**config.mk**
```make
export PLATFORM = sky130hd
export DESIGN_NAME = lp_oversample_path
export DESIGN_NICKNAME = d
export VERILOG_FILES = /design/src/rtl/lp_dual_clock_queue.v /design/src/rtl/lp_oversample_path.v
export VERILOG_INCLUDE_DIRS = /design/src /design/src/rtl
export SDC_FILE = /design/constraint.sdc
export NUM_CORES = 1
export LEC_CHECK = 0
export ABC_AREA = 0
export BUFFER_PORTS_ARGS = -buffer_cell sky130_fd_sc_hd__clkbuf_2
export CAP_MARGIN = 0
export CORE_MARGIN = 4
export CORE_UTILIZATION = 23
export CTS_BUF_LIST = sky130_fd_sc_hd__clkbuf_8
export DETAILED_ROUTE_END_ITERATION = 16
export PLACE_DENSITY_LB_ADDON = 0.2
export RECOVER_POWER = 50
export SLEW_MARGIN = 20
export SYNTH_ARGS = -nofsm -noshare
export SYNTH_HDL_FRONTEND = slang
export SYNTH_SLANG_ARGS = --single-unit
```
**constraint.sdc**
```tcl
create_clock -name clk_i -period 6.74 [get_ports clk_i]
set_clock_uncertainty 0.1 [all_clocks]
set_input_delay 0.674 -clock clk_i [delete_from_list [all_inputs] [get_ports clk_i]]
set_output_delay 0.674 -clock clk_i [all_outputs]
set_load 0.05 [all_outputs]
```
**src/rtl/lp_consts.vh**
```
// constants for the low-rate oversampling crossing path
`ifndef LP_CONSTS_VH
`define LP_CONSTS_VH
`define LP_OS_RATIO 3'h5
`define LP_OS_LAST 3'h4
`define LP_OS_MID 2
`define LP_WORD_W 40
`define LP_NARROW_W 20
`define LP_CHUNK_W 8
`define LP_NARROW_CHUNK 4
`define LP_Q_DEPTH 8
`define LP_Q_AW 3
`endif

```
**src/rtl/lp_dual_clock_queue.v**
```verilog
// word queue between two sampled clock domains, show-ahead read side
`timescale 1ns/1ps
`include "lp_consts.vh"
module lp_dual_clock_queue (
  // clock and reset
  input wire clk_i,
  input wire sys_rst_i,
  // fill side
  input wire wr_valid_i,
  input wire [`LP_WORD_W-1:0] wr_data_i,
  output wire wr_ready_o,
  // drain side
  input wire rd_ready_i,
  output wire rd_valid_o,
  output wire [`LP_WORD_W-1:0] rd_data_o
);
  reg [`LP_WORD_W-1:0] mem [0:`LP_Q_DEPTH-1];
  reg [`LP_Q_AW:0] wr_ptr;
  reg [`LP_Q_AW:0] rd_ptr;
  wire empty = (wr_ptr == rd_ptr);
  wire full = (wr_ptr[`LP_Q_AW-1:0] == rd_ptr[`LP_Q_AW-1:0]) &&
              (wr_ptr[`LP_Q_AW] != rd_ptr[`LP_Q_AW]);
  wire do_wr = wr_valid_i && !full;
  wire do_rd = rd_ready_i && !empty;

  assign wr_ready_o = !full;
  assign rd_valid_o = !empty;
  // head word is held in flops, so show-ahead costs no extra stage
  assign rd_data_o = mem[rd_ptr[`LP_Q_AW-1:0]];

  always @(posedge clk_i) begin
    if (do_wr) begin
      mem[wr_ptr[`LP_Q_AW-1:0]] <= wr_data_i;
    end
  end

  always @(posedge clk_i) begin
    if (sys_rst_i) begin
      wr_ptr <= {(`LP_Q_AW+1){1'b0}};
      rd_ptr <= {(`LP_Q_AW+1){1'b0}};
    end else begin
      if (do_wr) begin
        wr_ptr <= wr_ptr + 1'b1;
      end
      if (do_rd) begin
        rd_ptr <= rd_ptr + 1'b1;
      end
    end
  end
endmodule // lp_dual_clock_queue

```
**src/rtl/lp_oversample_path.v**
```verilog
// low-rate 5x oversampling datapath with receive and transmit queues
// Notes on behaviour
// - receive oversampling ratio is fixed at five samples per bit
// - receive extraction is used only while the low-rate flag is set
// - word width is 20 bits (two symbols) or 40 bits (four symbols)
// - each extracted word comes with a one-cycle valid every fifth cycle
// - receive queue carries words from recovered to receive link clock
// - transmit queue carries words from transmit link to parallel clock
// - low rate: receive queue writes oversampler word on its valid pulse
// - normal rate: receive queue writes transceiver word every cycle
// - processor decides transmit low rate; then oversampler feeds output
// - normal rate: transmit output reads queue every cycle
// - transmit oversampler repeats each bit five times, word taken per five
// - low rate: enable pulse every fifth cycle reads transmit queue
`timescale 1ns/1ps
`include "lp_consts.vh"
module lp_oversample_path (
  // clock and reset
  input wire clk_i,
  input wire sys_rst_i,
  // outside clocks, sampled here
  input wire rx_rec_clk_i,
  input wire rx_link_clk_i,
  input wire tx_link_clk_i,
  input wire tx_par_clk_i,
  // mode
  input wire rx_low_rate_i,
  input wire tx_low_rate_i,
  input wire wide_i,
  // receive side
  input wire [`LP_WORD_W-1:0] rx_xcvr_data_i,
  output reg [`LP_WORD_W-1:0] rx_link_data_o,
  output reg rx_link_valid_o,
  // transmit side
  input wire [`LP_WORD_W-1:0] tx_link_data_i,
  input wire tx_link_valid_i,
  output wire tx_link_ready_o,
  output reg [`LP_WORD_W-1:0] tx_xcvr_data_o
);
  // middle sample of each five-sample group
  function [`LP_CHUNK_W-1:0] lp_pick_mid;
    input [`LP_WORD_W-1:0] d;
    integer k;
    begin
      lp_pick_mid = {`LP_CHUNK_W{1'b0}};
      for (k = 0; k < `LP_CHUNK_W; k = k + 1) begin
        lp_pick_mid[k] = d[5*k+`LP_OS_MID];
      end
    end
  endfunction

  // chunk of a word, most significant chunk at phase 0
  function [`LP_CHUNK_W-1:0] lp_chunk;
    input [`LP_WORD_W-1:0] w;
    input [2:0] ph;
    input wide;
    integer j;
    integer base;
    begin
      lp_chunk = {`LP_CHUNK_W{1'b0}};
      if (wide) begin
        base = (4 - ph) * `LP_CHUNK_W;
      end else begin
        base = (4 - ph) * `LP_NARROW_CHUNK;
      end
      for (j = 0; j < `LP_CHUNK_W; j = j + 1) begin
        if (wide || j < `LP_NARROW_CHUNK) begin
          lp_chunk[j] = w[base+j];
        end
      end
    end
  endfunction

  // each chunk bit repeated five times
  function [`LP_WORD_W-1:0] lp_repeat;
    input [`LP_CHUNK_W-1:0] c;
    integer j;
    integer r;
    begin
      lp_repeat = {`LP_WORD_W{1'b0}};
      for (j = 0; j < `LP_CHUNK_W; j = j + 1) begin
        for (r = 0; r < 5; r = r + 1) begin
          lp_repeat[5*j+r] = c[j];
        end
      end
    end
  endfunction

  // two-flop synchronisers plus one edge stage
  reg [3:0] clk_s1;
  reg [3:0] clk_s2;
  reg [3:0] clk_s3;
  reg [2:0] mode_s1;
  reg [2:0] mode_s2;
  reg [`LP_WORD_W-1:0] rx_d_s1;
  reg [`LP_WORD_W-1:0] rx_d_s2;
  reg [`LP_WORD_W-1:0] tx_d_s1;
  reg [`LP_WORD_W-1:0] tx_d_s2;
  reg tx_v_s1;
  reg tx_v_s2;
  wire [3:0] rise = clk_s2 & ~clk_s3;
  wire rec_edge = rise[0];
  wire rxl_edge = rise[1];
  wire txl_edge = rise[2];
  wire par_edge = rise[3];
  // band detection happens outside; flag only synchronised here
  wire rx_low = mode_s2[0];
  wire tx_low = mode_s2[1];
  wire wide = mode_s2[2];

  always @(posedge clk_i) begin
    if (sys_rst_i) begin
      clk_s1 <= 4'h0;
      clk_s2 <= 4'h0;
      clk_s3 <= 4'h0;
      mode_s1 <= 3'h0;
      mode_s2 <= 3'h0;
      tx_v_s1 <= 1'b0;
      tx_v_s2 <= 1'b0;
    end else begin
      clk_s1 <= {tx_par_clk_i, tx_link_clk_i, rx_link_clk_i, rx_rec_clk_i};
      clk_s2 <= clk_s1;
      clk_s3 <= clk_s2;
      mode_s1 <= {wide_i, tx_low_rate_i, rx_low_rate_i};
      mode_s2 <= mode_s1;
      tx_v_s1 <= tx_link_valid_i;
      tx_v_s2 <= tx_v_s1;
    end
  end

  always @(posedge clk_i) begin
    rx_d_s1 <= rx_xcvr_data_i;
    rx_d_s2 <= rx_d_s1;
    tx_d_s1 <= tx_link_data_i;
    tx_d_s2 <= tx_d_s1;
  end

  // receive oversampler
  reg [2:0] rx_phase;
  reg [`LP_WORD_W-1:0] rx_acc;
  reg [`LP_WORD_W-1:0] rx_os_word;
  reg rx_os_valid;
  reg [`LP_WORD_W-1:0] next_rx_acc;
  wire [`LP_CHUNK_W-1:0] rx_mid = lp_pick_mid(rx_d_s2);

  always @* begin
    if (wide) begin
      next_rx_acc = {rx_acc[`LP_WORD_W-`LP_CHUNK_W-1:0], rx_mid};
    end else begin
      next_rx_acc = {{`LP_NARROW_W{1'b0}},
                     rx_acc[`LP_NARROW_W-`LP_NARROW_CHUNK-1:0],
                     rx_mid[`LP_NARROW_CHUNK-1:0]};
    end
  end

  always @(posedge clk_i) begin
    if (sys_rst_i) begin
      rx_phase <= 3'h0;
      rx_acc <= {`LP_WORD_W{1'b0}};
      rx_os_word <= {`LP_WORD_W{1'b0}};
      rx_os_valid <= 1'b0;
    end else begin
      rx_os_valid <= 1'b0;
      if (rec_edge && rx_low) begin
        rx_acc <= next_rx_acc;
        if (rx_phase == `LP_OS_LAST) begin
          rx_phase <= 3'h0;
          rx_os_word <= next_rx_acc;
          rx_os_valid <= 1'b1;
        end else begin
          rx_phase <= rx_phase + 3'h1;
        end
      end else if (!rx_low) begin
        rx_phase <= 3'h0;
      end
    end
  end

  // receive queue: recovered side in, link side out
  wire rxq_wr = rx_low ? rx_os_valid : rec_edge;
  wire [`LP_WORD_W-1:0] rxq_wdata = rx_low ? rx_os_word : rx_d_s2;
  wire rxq_valid;
  wire [`LP_WORD_W-1:0] rxq_head;
  wire rxq_rd = rxl_edge && rxq_valid;

  lp_dual_clock_queue u_rx_queue (
    .clk_i(clk_i),
    .sys_rst_i(sys_rst_i),
    .wr_valid_i(rxq_wr),
    .wr_data_i(rxq_wdata),
    .wr_ready_o(),
    .rd_ready_i(rxq_rd),
    .rd_valid_o(rxq_valid),
    .rd_data_o(rxq_head)
  );

  always @(posedge clk_i) begin
    if (sys_rst_i) begin
      rx_link_data_o <= {`LP_WORD_W{1'b0}};
      rx_link_valid_o <= 1'b0;
    end else begin
      rx_link_valid_o <= rxq_rd;
      if (rxq_rd) begin
        rx_link_data_o <= rxq_head;
      end
    end
  end

  // transmit queue: link side in, parallel side out
  reg [2:0] tx_phase;
  reg [`LP_WORD_W-1:0] tx_hold;
  wire txq_valid;
  wire [`LP_WORD_W-1:0] txq_head;
  wire tx_cen = par_edge && (tx_phase == 3'h0);
  wire txq_rd = tx_low ? tx_cen : par_edge;
  wire txq_wr = txl_edge && tx_v_s2;
  // word for this phase: fresh head at phase 0, held copy after
  wire [`LP_WORD_W-1:0] tx_cur = (tx_phase == 3'h0) ? txq_head : tx_hold;

  lp_dual_clock_queue u_tx_queue (
    .clk_i(clk_i),
    .sys_rst_i(sys_rst_i),
    .wr_valid_i(txq_wr),
    .wr_data_i(tx_d_s2),
    .wr_ready_o(tx_link_ready_o),
    .rd_ready_i(txq_rd),
    .rd_valid_o(txq_valid),
    .rd_data_o(txq_head)
  );

  always @(posedge clk_i) begin
    if (sys_rst_i) begin
      tx_phase <= 3'h0;
      tx_hold <= {`LP_WORD_W{1'b0}};
      tx_xcvr_data_o <= {`LP_WORD_W{1'b0}};
    end else if (par_edge) begin
      if (tx_low) begin
        tx_phase <= (tx_phase == `LP_OS_LAST) ? 3'h0 : tx_phase + 3'h1;
        if (tx_phase == 3'h0) begin
          tx_hold <= txq_valid ? txq_head : {`LP_WORD_W{1'b0}};
        end
        // underrun sends zeros rather than a stale word
        if (tx_phase != 3'h0 || txq_valid) begin
          tx_xcvr_data_o <= lp_repeat(lp_chunk(tx_cur, tx_phase, wide));
        end else begin
          tx_xcvr_data_o <= {`LP_WORD_W{1'b0}};
        end
      end else begin
        tx_phase <= 3'h0;
        tx_xcvr_data_o <= txq_valid ? txq_head : {`LP_WORD_W{1'b0}};
      end
    end
  end
endmodule // lp_oversample_path

```
==> results of run 1 <==
worst register-to-register path: stages (launching register included):
cell	delay, ns
sky130_fd_sc_hd__dfxtp_1	0.59
sky130_fd_sc_hd__clkbuf_1	2.36
sky130_fd_sc_hd__nand2_1	1.40
sky130_fd_sc_hd__nand2_1	0.33
sky130_fd_sc_hd__a21oi_1	0.09
registers in the layout, indices dropped and copies added (netlist names), 32 cells and up, named ones only:
register,flops
u_rx_queue.mem,320
u_tx_queue.mem,320
rx_d_s1,40
rx_d_s2,40
rx_link_data_o,40
rx_os_word,40
tx_d_s1,40
tx_d_s2,40
tx_hold,40
tx_xcvr_data_o,40
rx_acc,32
where the power goes:
group / total (mW) / switching, mW / leakage (nW) / internal [mW]
Combinational: 0.283 / 0.174 / 3.77 / 0.109
Sequential: 6.89 / 0.0626 / 9.05 / 6.82
Clock: 5.95 / 2.71 / 2.23 / 3.24
cell type report:
type	instances	area [µm²]	share of cell area [%]
Antenna cell	7	17.5	0.0379
Clock buffer	218	3000	6.49
Clock inverter	136	842	1.82
Inverter	12	45.0	0.0974
Multi-Input combinational cell	1264	10400	22.5
Sequential cell	1039	27200	58.9
Tap cell	2189	2740	5.92
Timing Repair Buffer	303	1980	4.27
logic make-up (layout without fill, tap and decap cells):
| group | count (synthesis) | after routing | share of synthesized area [%] |
|---|---|---|---|
| muxes | 336 | 336 | 12.5 |
| buffers and inverters | 167 | 669 | 2.12 |
| other | 0 | 7 | 0 |
| adders and majority gates | 11 | 11 | 0.360 |
| AOI/OAI and AO/OA | 426 | 426 | 7.74 |
| and+or+nand+nor | 471 | 471 | 5.66 |
| DFF | 1039 | 1039 | 71.1 |
| xor gates and xnor gates | 20 | 20 | 0.478 |
stage by stage:
step	hold WS, ns	setup slack, ns	util [%]
global route	0.173	1.21	28.0
floorplan	0.210	1.82	-
detailed placement	0.212	2.48	25.2
global placement	0.210	2.62	25.2
CTS	0.0207	2.44	28.0
finish	0.192	1.68	28.0
cells in the final DEF, fill, tap and decap left out, types with 37 or more instances in the layout:
master	instances
sky130_fd_sc_hd__edfxtp_1	640
sky130_fd_sc_hd__dfxtp_1	393
sky130_fd_sc_hd__clkbuf_8	218
sky130_fd_sc_hd__mux2i_1	168
sky130_fd_sc_hd__nor2_1	159
sky130_fd_sc_hd__nand2_1	115
sky130_fd_sc_hd__clkbuf_2	106
sky130_fd_sc_hd__mux4_2	104
sky130_fd_sc_hd__a22oi_1	93
sky130_fd_sc_hd__a21oi_1	92
sky130_fd_sc_hd__dlygate4sd3_1	88
sky130_fd_sc_hd__inv_1	84
sky130_fd_sc_hd__a211oi_1	83
sky130_fd_sc_hd__clkbuf_1	71
sky130_fd_sc_hd__nand3_1	49
sky130_fd_sc_hd__nor2b_1	41
sky130_fd_sc_hd__mux2_1	40
sky130_fd_sc_hd__o21ai_0	38
sky130_fd_sc_hd__buf_4	37
layer usage:
layer	global-route usage [%]	up-vias
li1	-	10221
met1	16.6	11204
met2	20.8	473
met3	2.23	194
met4	4.26	0
met5	0	-
worst paths after layout:
| path | depth (start not counted) | to |
|---|---|---|
| max reg2reg | 4 | rx_acc[0] |
| max | 4 | clk_s1[0] |
| min reg2reg | 0 | rx_d_s2[34] |
| min | 0 | rx_d_s2[34] |
timing repair:
item,CTS,global route
resized for setup,0,0
hold endpoints to repair,88,0
endpoints found under the setup margin,0,0
hold buffers,88,0
==> tab_implementation.tex, run 1 <==
\begin{tabular}{lr}
\hline
Metric & Value \\
\hline
\multicolumn{2}{l}{\textbf{Routing}} \\
Residual DRC count & 0 \\
Initial DRT Pass Iterations & 6 \\
Post-detailed-route count of antenna-violating nets & 0 \\
Met1 WL & 50300 µm \\
Routed WL per cell & 21.2 µm \\
Count of vias placed by the detailed router & 22092 \\
Via density per instance & 4.27 \\
Highest metal layer with signal wires & met4 \\
1st-iter DRT viols & 1542 \\
Routed wire length on met2 & 53000 µm \\
Wire length after detailed routing & 110000 µm \\
Wire length on met3 & 3660 µm \\
\multicolumn{2}{l}{\textbf{Yosys}} \\
Proportion of synthesized flip-flops having asynchronous set or reset & 0\% \\
Most common library cells after synthesis & 640 x sky130\_fd\_sc\_hd\_\_edfxtp\_1, 399 x sky130\_fd\_sc\_hd\_\_dfxtp\_1, 172 x sky130\_fd\_sc\_hd\_\_nor2\_1 \\
Number of flops mapped to enable cells by yosys & 640 \\
Part of the Yosys area used for sequential elements & 71.1\% \\
Netlist Area Pre-Place & 38300 µm² \\
Post-synthesis sequential element count & 1039 \\
Count of cell types in the netlist & 76 \\
Cell type with the highest aggregate area in the netlist & sky130\_fd\_sc\_hd\_\_edfxtp\_1 \\
Mapped Cells & 2470 \\
Number of nets in the synthesized netlist & 2571 \\
Main flop type after synthesis & sky130\_fd\_sc\_hd\_\_edfxtp\_1 \\
Total of warnings raised by yosys & 0 \\
Average cell area after synthesis & 15.5 µm² \\
Most area-consuming cells after synthesis & sky130\_fd\_sc\_hd\_\_edfxtp\_1 50\%, sky130\_fd\_sc\_hd\_\_dfxtp\_1 21\%, sky130\_fd\_sc\_hd\_\_mux4\_2 6.1\% \\
Area share of the leading cell type in the synthesized netlist & 50.2\% \\
Library cell with the highest instance count after synthesis & sky130\_fd\_sc\_hd\_\_edfxtp\_1 \\
\multicolumn{2}{l}{\textbf{Flow run}} \\
Max-cap viol count & 8 \\
\multicolumn{2}{l}{\textbf{Timing}} \\
Relative slew slack & -132\% \\
Pin slew with the least headroom to its limit & 3.49 ns \\
Fin. max-slew vios & 400 \\
Setup repair after global routing missed its margin & false \\
Final setup violation count & 0 \\
Max Fclk & 198 MHz \\
Final count of hold timing violations & 0 \\
Period Utilization, post-route & 75.0\% \\
Shortest period the worst path allows & 5.06 ns \\
Setup TNS after final layout & 0 ns \\
\multicolumn{2}{l}{\textbf{Run status}} \\
Run status & complete, but fails checks \\
Failing checks & max-capacitance violations, max-slew violations \\
\multicolumn{2}{l}{\textbf{Clock tree}} \\
Htree depth & 4 \\
Clock sink count & 1039 \\
Clock slew at reported path FFs & 0.06 ns \\
Longest Clk Path Bufs & 3 \\
Clock tree from TritonCTS & built \\
Latest clock arrival within the worst-skew pair & 0.86 ns \\
Inserted Clock Buffers & 187 \\
Post-CTS setup buffer count & 0 \\
Root buffer selected by CTS & sky130\_fd\_sc\_hd\_\_clkbuf\_8 \\
\multicolumn{2}{l}{\textbf{Final layout}} \\
Final Instance Area & 46200 µm² \\
Ratio of cells with drive above 1 in the final layout & 19.3\% \\
Filler-free cell count of the finished design & 5168 \\
Growth of design area from synthesis to finish & 20.8\% \\
Number of inserted filler cells in the final layout & 16870 \\
Final net count & 2908 \\
\multicolumn{2}{l}{\textbf{Placed design}} \\
Routability congestion estimate & 0.843 \\
Number of placed cells counting well taps & 4719 \\
Port bufs & 171 \\
Placed standard-cell area & 41600 µm² \\
Sum of net half-perimeters after detailed placement & 66200 µm \\
\multicolumn{2}{l}{\textbf{Critical path}} \\
Critical Path Start & sys\_rst\_i \\
Register-to-Register Setup Slack & 1.68 ns \\
Critical R2R Launch & mode\_s2[0] \\
Cell seen most often among critical-path stages & sky130\_fd\_sc\_hd\_\_clkbuf\_1 \\
Kind of launch point of the worst setup path & primary input \\
Dominant delay contributor by cell family on the critical path & buffers and inverters \\
CP Class & in2reg \\
Worst path slowest cell & sky130\_fd\_sc\_hd\_\_clkbuf\_1 \\
Top fanout value on the critical path & 73 \\
Bufs and invs on worst path & 3 \\
Worst Setup End Kind & register \\
Data arrival time of the critical path & 5.58 ns \\
Peak per-stage delay on the critical path & 1.85 ns \\
Req. time, crit path & 7.27 ns \\
Cell chain of the critical path & clkbuf\_1 -> clkbuf\_1 -> clkbuf\_2 -> nor2b\_1 \\
\multicolumn{2}{l}{\textbf{GRT}} \\
Global-route total usage across every layer & 12.5\% \\
Total congestion overflow after global routing & 0 \\
Number of global-route vias before repair & 22871 \\
Pin count of the biggest net entering global routing & 86 \\
Global-route wire length before repair & 161000 µm \\
Number of antenna violations at the first check in global routing & 4 \\
\multicolumn{2}{l}{\textbf{Worst hold path}} \\
Source of the worst hold timing path & rx\_d\_s1[34] \\
Type of the tightest min-delay check & reg2reg \\
\multicolumn{2}{l}{\textbf{Pwr}} \\
Worst VDD drop & 0.165 mV \\
Static leakage & 15.0 nW \\
PD cells & 284 nW/µm² \\
Overall power consumption & 13.1 mW \\
\multicolumn{2}{l}{\textbf{Floorplan}} \\
Number of top-level pins & 172 \\
DIE AREA & 173000 µm² \\
Die H & 416 µm \\
Die X & 416 µm \\
Core area & 165000 µm² \\
Initial core utilization & 23.2\% \\
Number of placement rows & 149 \\
\hline
\end{tabular}
(Power assumes the default switching activity.)
==> run 2: changes to the inputs <==
- clock period: 6.74 -> 5.25 ns (I/O delays scaled with it)
==> run 2 against run 1 <==
Compared with the run above:
- the flow still finishes with violations (max-capacitance violations, max-slew violations)
- critical endpoint is now tx_xcvr_data_o[27]
- worst hold slack got worse by 0.028 ns
- sequential share of layout area increased by 0.051 points
- critical path depth increased by 3
- first-iteration DRC count increased by 8.2%
- via count decreased by 0.13%
- combinational power increased by 29%
- utilization about the same
- largest cell class unchanged
==> tab_implementation.tex, run 2 (synthesis results as in run 1) <==
\begin{tabular}{lr}
\hline
Metric & Value \\
\hline
\multicolumn{2}{l}{\textbf{Pwr}} \\
Register share of total power & 53.1\% (+0.6 points) \\
Worst VDD drop & 0.245 mV (+48\%) \\
Static leakage & 15.0 nW (-0.48\%) \\
PD cells & 360 nW/µm² (+27\%) \\
Cell-internal power & 12.9 mW (+27\%) \\
Switching portion of total power & 22.4\% (-0.055 points) \\
Switching Power & 3.73 mW (+27\%) \\
Comb power frac & 2.2\% (about the same) \\
Part of the power in the clock network & 44.7\% (-0.7 points) \\
\multicolumn{2}{l}{\textbf{Routing}} \\
Routed WL per cell & 21.1 µm (-0.66\%) \\
Post-detailed-route count of antenna-violating nets & 0 (unchanged) \\
Initial DRT Pass Iterations & 6 (unchanged) \\
Wire length after detailed routing & 109000 µm (-0.71\%) \\
Count of vias placed by the detailed router & 22063 (-0.13\%) \\
Via density per instance & 4.27 (about the same) \\
Residual DRC count & 0 (unchanged) \\
1st-iter DRT viols & 1669 (+8.2\%) \\
\multicolumn{2}{l}{\textbf{Critical path}} \\
Data arrival time of the critical path & 5.01 ns (-0.57 ns) \\
Bufs and invs on worst path & 4 (+1) \\
Crit path depth & 7 (+3) \\
Peak per-stage delay on the critical path & 2.31 ns (+0.46 ns) \\
Cell chain of the critical path & dlygate4sd3\_1 -> clkbuf\_8 -> clkbuf\_1 -> buf\_4 -> a21oi\_1 -> nor2\_1 -> nand2\_1 \\
Worst reg2reg endpoint & tx\_xcvr\_data\_o[27] \\
Worst path slowest cell & sky130\_fd\_sc\_hd\_\_clkbuf\_1 \\
Register-to-Register Setup Slack & 1.14 ns (-0.54 ns) \\
Req. time, crit path & 5.90 ns (-1.37 ns) \\
Top fanout value on the critical path & 77 (+5.5\%) \\
Worst Setup End Kind & register \\
Capture point of the worst path & tx\_xcvr\_data\_o[27] \\
Dominant delay contributor by cell family on the critical path & buffers and inverters \\
Kind of launch point of the worst setup path & primary input \\
R2R depth & 10 (+6) \\
CP Class & in2reg \\
Critical Path Start & sys\_rst\_i \\
Critical R2R Launch & tx\_phase[0] \\
\multicolumn{2}{l}{\textbf{Clock tree}} \\
Clock slew at reported path FFs & 0.06 ns (about the same) \\
Cts repair resizes & 0 (unchanged) \\
Latest clock arrival within the worst-skew pair & 0.91 ns (+0.05 ns) \\
Clock tree from TritonCTS & built \\
Longest Clk Path Bufs & 3 (unchanged) \\
Inserted Clock Buffers & 186 (-0.53\%) \\
Htree depth & 4 (unchanged) \\
Clock sink count & 1039 (unchanged) \\
Root buffer selected by CTS & sky130\_fd\_sc\_hd\_\_clkbuf\_8 \\
Post-CTS setup buffer count & 0 (unchanged) \\
\multicolumn{2}{l}{\textbf{Timing}} \\
Final hold slack & 0.164 ns (-0.0281 ns) \\
Shortest period the worst path allows & 4.36 ns \\
Final count of hold timing violations & 0 (unchanged) \\
Period Utilization, post-route & 83.1\% \\
Relative slew slack & -116\% (+16 points) \\
Final setup violation count & 0 (unchanged) \\
Least setup slack across all paths after layout & 0.888 ns (-0.795 ns) \\
Setup TNS after final layout & 0 ns (unchanged) \\
Max Fclk & 229 MHz \\
Pin slew with the least headroom to its limit & 3.24 ns (-0.245 ns) \\
Fin. max-slew vios & 98 (-76\%) \\
Setup repair after global routing missed its margin & false \\
\multicolumn{2}{l}{\textbf{Final layout}} \\
Area occupied by registers & 27200 µm² (about the same) \\
Commonest non-fill, non-tap cell in the layout & sky130\_fd\_sc\_hd\_\_edfxtp\_1 \\
Growth of design area from synthesis to finish & 20.7\% (about the same) \\
Final Instance Area & 46200 µm² (about the same) \\
Number of inserted filler cells in the final layout & 16943 (+0.43\%) \\
Final net count & 2914 (+0.21\%) \\
Filler-free cell count of the finished design & 5165 (-0.058\%) \\
Most frequent cells in the layout & 640 x sky130\_fd\_sc\_hd\_\_edfxtp\_1, 392 x sky130\_fd\_sc\_hd\_\_dfxtp\_1, 218 x sky130\_fd\_sc\_hd\_\_clkbuf\_8, 168 x sky130\_fd\_sc\_hd\_\_mux2i\_1, 159 x sky130\_fd\_sc\_hd\_\_nor2\_1 \\
Ratio of cells with drive above 1 in the final layout & 18.9\% (-0.46 points) \\
Footprint of the multi-input gates & 10400 µm² (about the same) \\
\multicolumn{2}{l}{\textbf{Run status}} \\
Failing checks & max-capacitance violations, max-slew violations \\
Run status & complete, but fails checks \\
\multicolumn{2}{l}{\textbf{Placed design}} \\
Port bufs & 171 (unchanged) \\
Sum of net half-perimeters after detailed placement & 66700 µm (+0.78\%) \\
Number of placed cells counting well taps & 4724 (+0.11\%) \\
Worst Setup Slack post-DPL & 1.17 ns (-1.31 ns) \\
Routability congestion estimate & 0.837 (-0.72\%) \\
Placed standard-cell area & 41700 µm² (+0.19\%) \\
\multicolumn{2}{l}{\textbf{Floorplan}} \\
Die X & 416 µm (unchanged) \\
Die H & 416 µm (unchanged) \\
Core area & 165000 µm² (unchanged) \\
DIE AREA & 173000 µm² (unchanged) \\
Number of top-level pins & 172 (unchanged) \\
Number of placement rows & 149 (unchanged) \\
Initial core utilization & 23.2\% (unchanged) \\
\multicolumn{2}{l}{\textbf{GRT}} \\
Total congestion overflow after global routing & 0 (unchanged) \\
Global-route wire length before repair & 159000 µm (-0.92\%) \\
Number of antenna violations at the first check in global routing & 4 (unchanged) \\
Global-route total usage across every layer & 12.5\% (-0.079 points) \\
Number of global-route vias before repair & 22716 (-0.68\%) \\
Pin count of the biggest net entering global routing & 78 (-9.3\%) \\
\multicolumn{2}{l}{\textbf{Worst hold path}} \\
Type of the tightest min-delay check & in2reg \\
\multicolumn{2}{l}{\textbf{Flow run}} \\
Max-cap viol count & 2 (-6) \\
\hline
\end{tabular}
run 2: area by class of cell:
class                           instances  area share, %
Sequential cell                      1039           58.9
Multi-Input combinational cell       1264           22.5
Clock buffer                          217           6.47
Tap cell                             2189           5.93
Timing Repair Buffer                  310           4.49
Clock inverter                        133           1.60
Inverter                               12         0.0975
Antenna cell                            1        0.00542
run 2: routing by layer:
layer / GRT usage (%) / wire (µm)
met1: 16.5 / 49700
met2: 20.2 / 51600
met3: 2.65 / 4760
met4: 4.28 / 2940
met5: 0 / 0
run 2: worst register-to-register path, cell delays in order (launching register included):
cell and delay (ns):
sky130_fd_sc_hd__dfxtp_1 0.66, sky130_fd_sc_hd__inv_1 0.26, sky130_fd_sc_hd__ha_1 0.75, sky130_fd_sc_hd__nand2b_1 0.15
sky130_fd_sc_hd__nand2_1 0.12, sky130_fd_sc_hd__ha_1 0.31, sky130_fd_sc_hd__or3_1 0.39, sky130_fd_sc_hd__a211o_1 0.30
sky130_fd_sc_hd__nor3_1 0.79, sky130_fd_sc_hd__nor2_1 0.12, sky130_fd_sc_hd__nand2_1 0.09
run 2: per-stage QoR:
step / utilization [%] / power [mW]
6_report: 28.0 / 16.7
5_1_grt: 28.0 / 17.4
4_1_cts: 28.0 / 17.0
3_5_place_dp: 25.2 / 9.34
3_3_place_gp: 25.2 / 9.34
2_1_floorplan: - / 9.17
run 2: worst min-delay path by stage:
| stage | start | to | cells after the start |
|---|---|---|---|
| floorplan | rx_d_s1[0] | rx_d_s2[0] | 0 |
| global placement | tx_d_s1[4] | tx_d_s2[4] | 0 |
| detailed placement | rx_d_s1[27] | rx_d_s2[27] | 0 |
| CTS | tx_link_data_i[18] | tx_d_s1[18] | 2 |
| global route | rx_xcvr_data_i[23] | rx_d_s1[23] | 2 |
| finish | rx_xcvr_data_i[23] | rx_d_s1[23] | 2 |
run 2: timing repair:
action / 4_1_cts / 5_1_grt
hold buffers: 90 / 0
endpoints found under the setup margin: 0 / 0
endpoints found under the hold margin: 105 / 0
run 2: power by group through the flow:
stage	clock network, mW	logic (mW)	registers, mW
finish	7.44	0.364	8.84
global route	8.16	0.398	8.85
CTS	7.76	0.380	8.85
detailed placement	0	0.325	9.02
global placement	0	0.325	9.02
floorplan	0	0.180	8.99
==> run 3: changes to the inputs <==
- ABC_AREA: 0 -> 1
- clock period: 5.25 -> 3.6 ns (I/O delays scaled with it)
==> run 3 against run 2 <==
Compared with the run above:
- the run still ends with max-capacitance violations, max-slew violations left
- critical path depth grew 2
- die area grew 1.9%
- highest routed layer unchanged
- area after synthesis grew 1.9%
- first-iteration DRC count grew 0.24%
- critical endpoint is now u_rx_queue.mem[6][4]
- power grew 51%
- largest power group unchanged
- sequential cell count is the same
==> tab_implementation.tex, run 3 <==
\begin{tabular}{lr}
\hline
Metric & Value \\
\hline
\multicolumn{2}{l}{\textbf{Run status}} \\
Run status & complete, but fails checks \\
Failing checks & max-capacitance violations, max-slew violations \\
\multicolumn{2}{l}{\textbf{Yosys}} \\
Average cell area after synthesis & 10.6 µm² (-32\%) \\
Proportion of synthesized flip-flops having asynchronous set or reset & 0\% (unchanged) \\
Mapped Cells & 3691 (+49\%) \\
Total of warnings raised by yosys & 0 (unchanged) \\
Number of flops mapped to enable cells by yosys & 640 (unchanged) \\
Main flop type after synthesis & sky130\_fd\_sc\_hd\_\_edfxtp\_1 \\
Count of cell types in the netlist & 44 (-42\%) \\
Library cell with the highest instance count after synthesis & sky130\_fd\_sc\_hd\_\_nand2\_1 \\
Netlist Area Pre-Place & 39000 µm² (+1.9\%) \\
Most area-consuming cells after synthesis & sky130\_fd\_sc\_hd\_\_edfxtp\_1 49\%, sky130\_fd\_sc\_hd\_\_dfxtp\_1 20\%, sky130\_fd\_sc\_hd\_\_nand2\_1 7.8\% \\
Part of the Yosys area used for sequential elements & 69.8\% (-1.3 points) \\
Cell type with the highest aggregate area in the netlist & sky130\_fd\_sc\_hd\_\_edfxtp\_1 \\
Post-synthesis sequential element count & 1039 (unchanged) \\
Number of nets in the synthesized netlist & 3792 (+47\%) \\
Most common library cells after synthesis & 806 x sky130\_fd\_sc\_hd\_\_nand2\_1, 640 x sky130\_fd\_sc\_hd\_\_edfxtp\_1, 399 x sky130\_fd\_sc\_hd\_\_dfxtp\_1 \\
Area share of the leading cell type in the synthesized netlist & 49.3\% (-0.95 points) \\
\multicolumn{2}{l}{\textbf{Final layout}} \\
Growth of design area from synthesis to finish & 23.4\% \\
Most frequent cells in the layout & 806 x sky130\_fd\_sc\_hd\_\_nand2\_1, 640 x sky130\_fd\_sc\_hd\_\_edfxtp\_1, 394 x sky130\_fd\_sc\_hd\_\_dfxtp\_1, 362 x sky130\_fd\_sc\_hd\_\_o21ai\_0, 330 x sky130\_fd\_sc\_hd\_\_nand3\_1 \\
Final net count & 4176 (+43\%) \\
Commonest non-fill, non-tap cell in the layout & sky130\_fd\_sc\_hd\_\_nand2\_1 \\
Filler-free cell count of the finished design & 6441 (+25\%) \\
Ratio of cells with drive above 1 in the final layout & 11.8\% (-7.1 points) \\
\multicolumn{2}{l}{\textbf{Floorplan}} \\
Die H & 420 µm (+0.94\%) \\
Core area & 168000 µm² (+1.6\%) \\
Number of placement rows & 150 (+0.67\%) \\
Die X & 420 µm (+0.94\%) \\
Number of top-level pins & 172 (unchanged) \\
DIE AREA & 176000 µm² (+1.9\%) \\
Initial core utilization & 23.2\% (+0.080 points) \\
\multicolumn{2}{l}{\textbf{Placed design}} \\
Worst Setup Slack post-DPL & 0.608 ns (-0.559 ns) \\
Port bufs & 171 (unchanged) \\
Routability congestion estimate & 0.797 (-4.8\%) \\
Number of placed cells counting well taps & 5915 (+25\%) \\
Sum of net half-perimeters after detailed placement & 71900 µm (+7.9\%) \\
\multicolumn{2}{l}{\textbf{Pwr}} \\
Worst VDD drop & 0.349 mV (+43\%) \\
Overall power consumption & 25.2 mW (+51\%) \\
PD cells & 523 nW/µm² (+45\%) \\
Static leakage & 18.1 nW (+21\%) \\
\multicolumn{2}{l}{\textbf{GRT}} \\
Global-route total usage across every layer & 13.4\% (+0.97 points) \\
Global-route wire length before repair & 177000 µm (+11\%) \\
Number of antenna violations at the first check in global routing & 3 (-1) \\
Number of global-route vias before repair & 27217 (+20\%) \\
Total congestion overflow after global routing & 0 (unchanged) \\
Pin count of the biggest net entering global routing & 162 (+110\%) \\
\multicolumn{2}{l}{\textbf{Timing}} \\
Final count of hold timing violations & 0 (unchanged) \\
Shortest period the worst path allows & 3.09 ns \\
Period Utilization, post-route & 85.9\% \\
Fin. max-slew vios & 46 (-53\%) \\
Setup TNS after final layout & 0 ns (unchanged) \\
Final hold slack & 0.169 ns (+0.00496 ns) \\
Final setup violation count & 0 (unchanged) \\
Least setup slack across all paths after layout & 0.508 ns (-0.380 ns) \\
Setup repair after global routing missed its margin & false \\
Max Fclk & 323 MHz \\
Relative slew slack & -62.7\% (+53 points) \\
Pin slew with the least headroom to its limit & 2.44 ns (-0.800 ns) \\
\multicolumn{2}{l}{\textbf{Routing}} \\
Via density per instance & 4.23 (-0.91\%) \\
Count of vias placed by the detailed router & 27262 (+24\%) \\
Routed WL per cell & 18.6 µm (-12\%) \\
Residual DRC count & 0 (unchanged) \\
Post-detailed-route count of antenna-violating nets & 0 (unchanged) \\
Initial DRT Pass Iterations & 7 (+1) \\
1st-iter DRT viols & 1673 (+0.24\%) \\
Wire length after detailed routing & 120000 µm (+9.7\%) \\
\multicolumn{2}{l}{\textbf{Clock tree}} \\
Root buffer selected by CTS & sky130\_fd\_sc\_hd\_\_clkbuf\_8 \\
Clock sink count & 1039 (unchanged) \\
Latest clock arrival within the worst-skew pair & 0.92 ns (about the same) \\
Clock tree from TritonCTS & built \\
Cts repair resizes & 0 (unchanged) \\
Inserted Clock Buffers & 184 (-1.1\%) \\
Post-CTS setup buffer count & 0 (unchanged) \\
Clock slew at reported path FFs & 0.06 ns (about the same) \\
Longest Clk Path Bufs & 3 (unchanged) \\
Htree depth & 4 (unchanged) \\
\multicolumn{2}{l}{\textbf{Critical path}} \\
Data arrival time of the critical path & 3.50 ns (-1.51 ns) \\
Register-to-Register Setup Slack & 0.51 ns (-0.63 ns) \\
CP Class & reg2reg \\
Worst reg2reg endpoint & u\_rx\_queue.mem[6][4] \\
Kind of launch point of the worst setup path & register \\
Critical R2R Launch & u\_rx\_queue.rd\_ptr[2] \\
Req. time, crit path & 4.01 ns (-1.89 ns) \\
Top fanout value on the critical path & 26 (-66\%) \\
Worst Setup End Kind & register \\
Critical Path Start & u\_rx\_queue.rd\_ptr[2] \\
R2R depth & 9 (-1) \\
Capture point of the worst path & u\_rx\_queue.mem[6][4] \\
\multicolumn{2}{l}{\textbf{Flow run}} \\
Max-cap viol count & 1 (-1) \\
\multicolumn{2}{l}{\textbf{Worst hold path}} \\
Type of the tightest min-delay check & in2reg \\
\hline
\end{tabular}
run 3: changes by cell type after synthesis, sizes merged, moves of 107 or more:
cell   previous run  this run
a21oi            92       228
inv              12       231
mux2i           168         0
mux4            107         0
nand2           115       810
nand3            50       330
nor2            172       318
o21ai            43       368
run 3: metrics by stage:
step | utilization (%) | cell area (µm²)
finish | 28.7 | 48100
global route | 28.7 | 48100
CTS | 28.7 | 48200
detailed placement | 25.4 | 42600
global placement | 25.4 | 42600
floorplan | - | 39000
run 3: report_power, final:
part,leakage (nW),internal (mW),switching (mW)
Sequential,9.06,12.8,0.127
Combinational,6.77,0.317,0.609
Clock,2.24,6.03,5.26
Total,18.1,19.2,6.00
run 3: repair_timing:
action | CTS | global route
endpoints found under the hold margin | 192 | 0
setup endpoints to repair | 0 | 0
hold buffers | 178 | 0
run 3: logic make-up (layout without fill, tap and decap cells):
kind of cell    count (synthesis)  in the layout  share of synthesized area (%)
fa+ha+maj                      11             11                          0.353
buf+inv                       453            997                           4.60
simple gates                 1471           1471                           15.4
xor+xnor                        6              6                          0.154
flops                        1039           1039                           69.8
other cells                     0              2                              0
compound gates                711            711                           9.70
run 3: worst min path at each step:
stage	from	cells past startpoint	end	slack, ns
after CTS	rx_xcvr_data_i[23]	2	rx_d_s1[23]	0.01
after floorplan	rx_d_s1[0]	0	rx_d_s2[0]	0.21
after global placement	tx_d_s1[6]	0	tx_d_s2[6]	0.21
final	rx_xcvr_data_i[16]	2	rx_d_s1[16]	0.17
after global routing	rx_xcvr_data_i[16]	2	rx_d_s1[16]	0.11
after detailed placement	tx_d_s1[29]	0	tx_d_s2[29]	0.21
run 3: layout make-up:
| cell class | instances | area, µm² |
|---|---|---|
| fillers | 17665 | 120000 |
| well taps | 2204 | 2760 |
| clock buffers | 210 | 2890 |
| flip-flops and latches | 1039 | 27200 |
| clock inverters | 136 | 981 |
| repair buffers | 420 | 3260 |
| inverters | 231 | 875 |
| diodes | 2 | 5.00 |
| multi-input cells | 2199 | 10100 |
run 3: worst max-delay path: stages (launching register included):
cell and delay (ns):
sky130_fd_sc_hd__dfxtp_1 1.04, sky130_fd_sc_hd__inv_1 0.14, sky130_fd_sc_hd__nand2_1 0.11, sky130_fd_sc_hd__a21oi_1 0.08, sky130_fd_sc_hd__nand2_1 0.07, sky130_fd_sc_hd__nand2_1 0.10
sky130_fd_sc_hd__inv_1 0.12, sky130_fd_sc_hd__nand2_1 0.26, sky130_fd_sc_hd__nor2_4 0.17, sky130_fd_sc_hd__buf_4 0.45
run 3: metal layers:
layer	wire length, µm	part of all wire [%]	track usage, %	up-vias
met2	61300	51	24.1	519
li1	-	-	-	13447
met4	3020	2.5	4.50	0
met3	4530	3.8	2.48	178
met5	0	0	0	-
met1	50700	42	16.1	13118
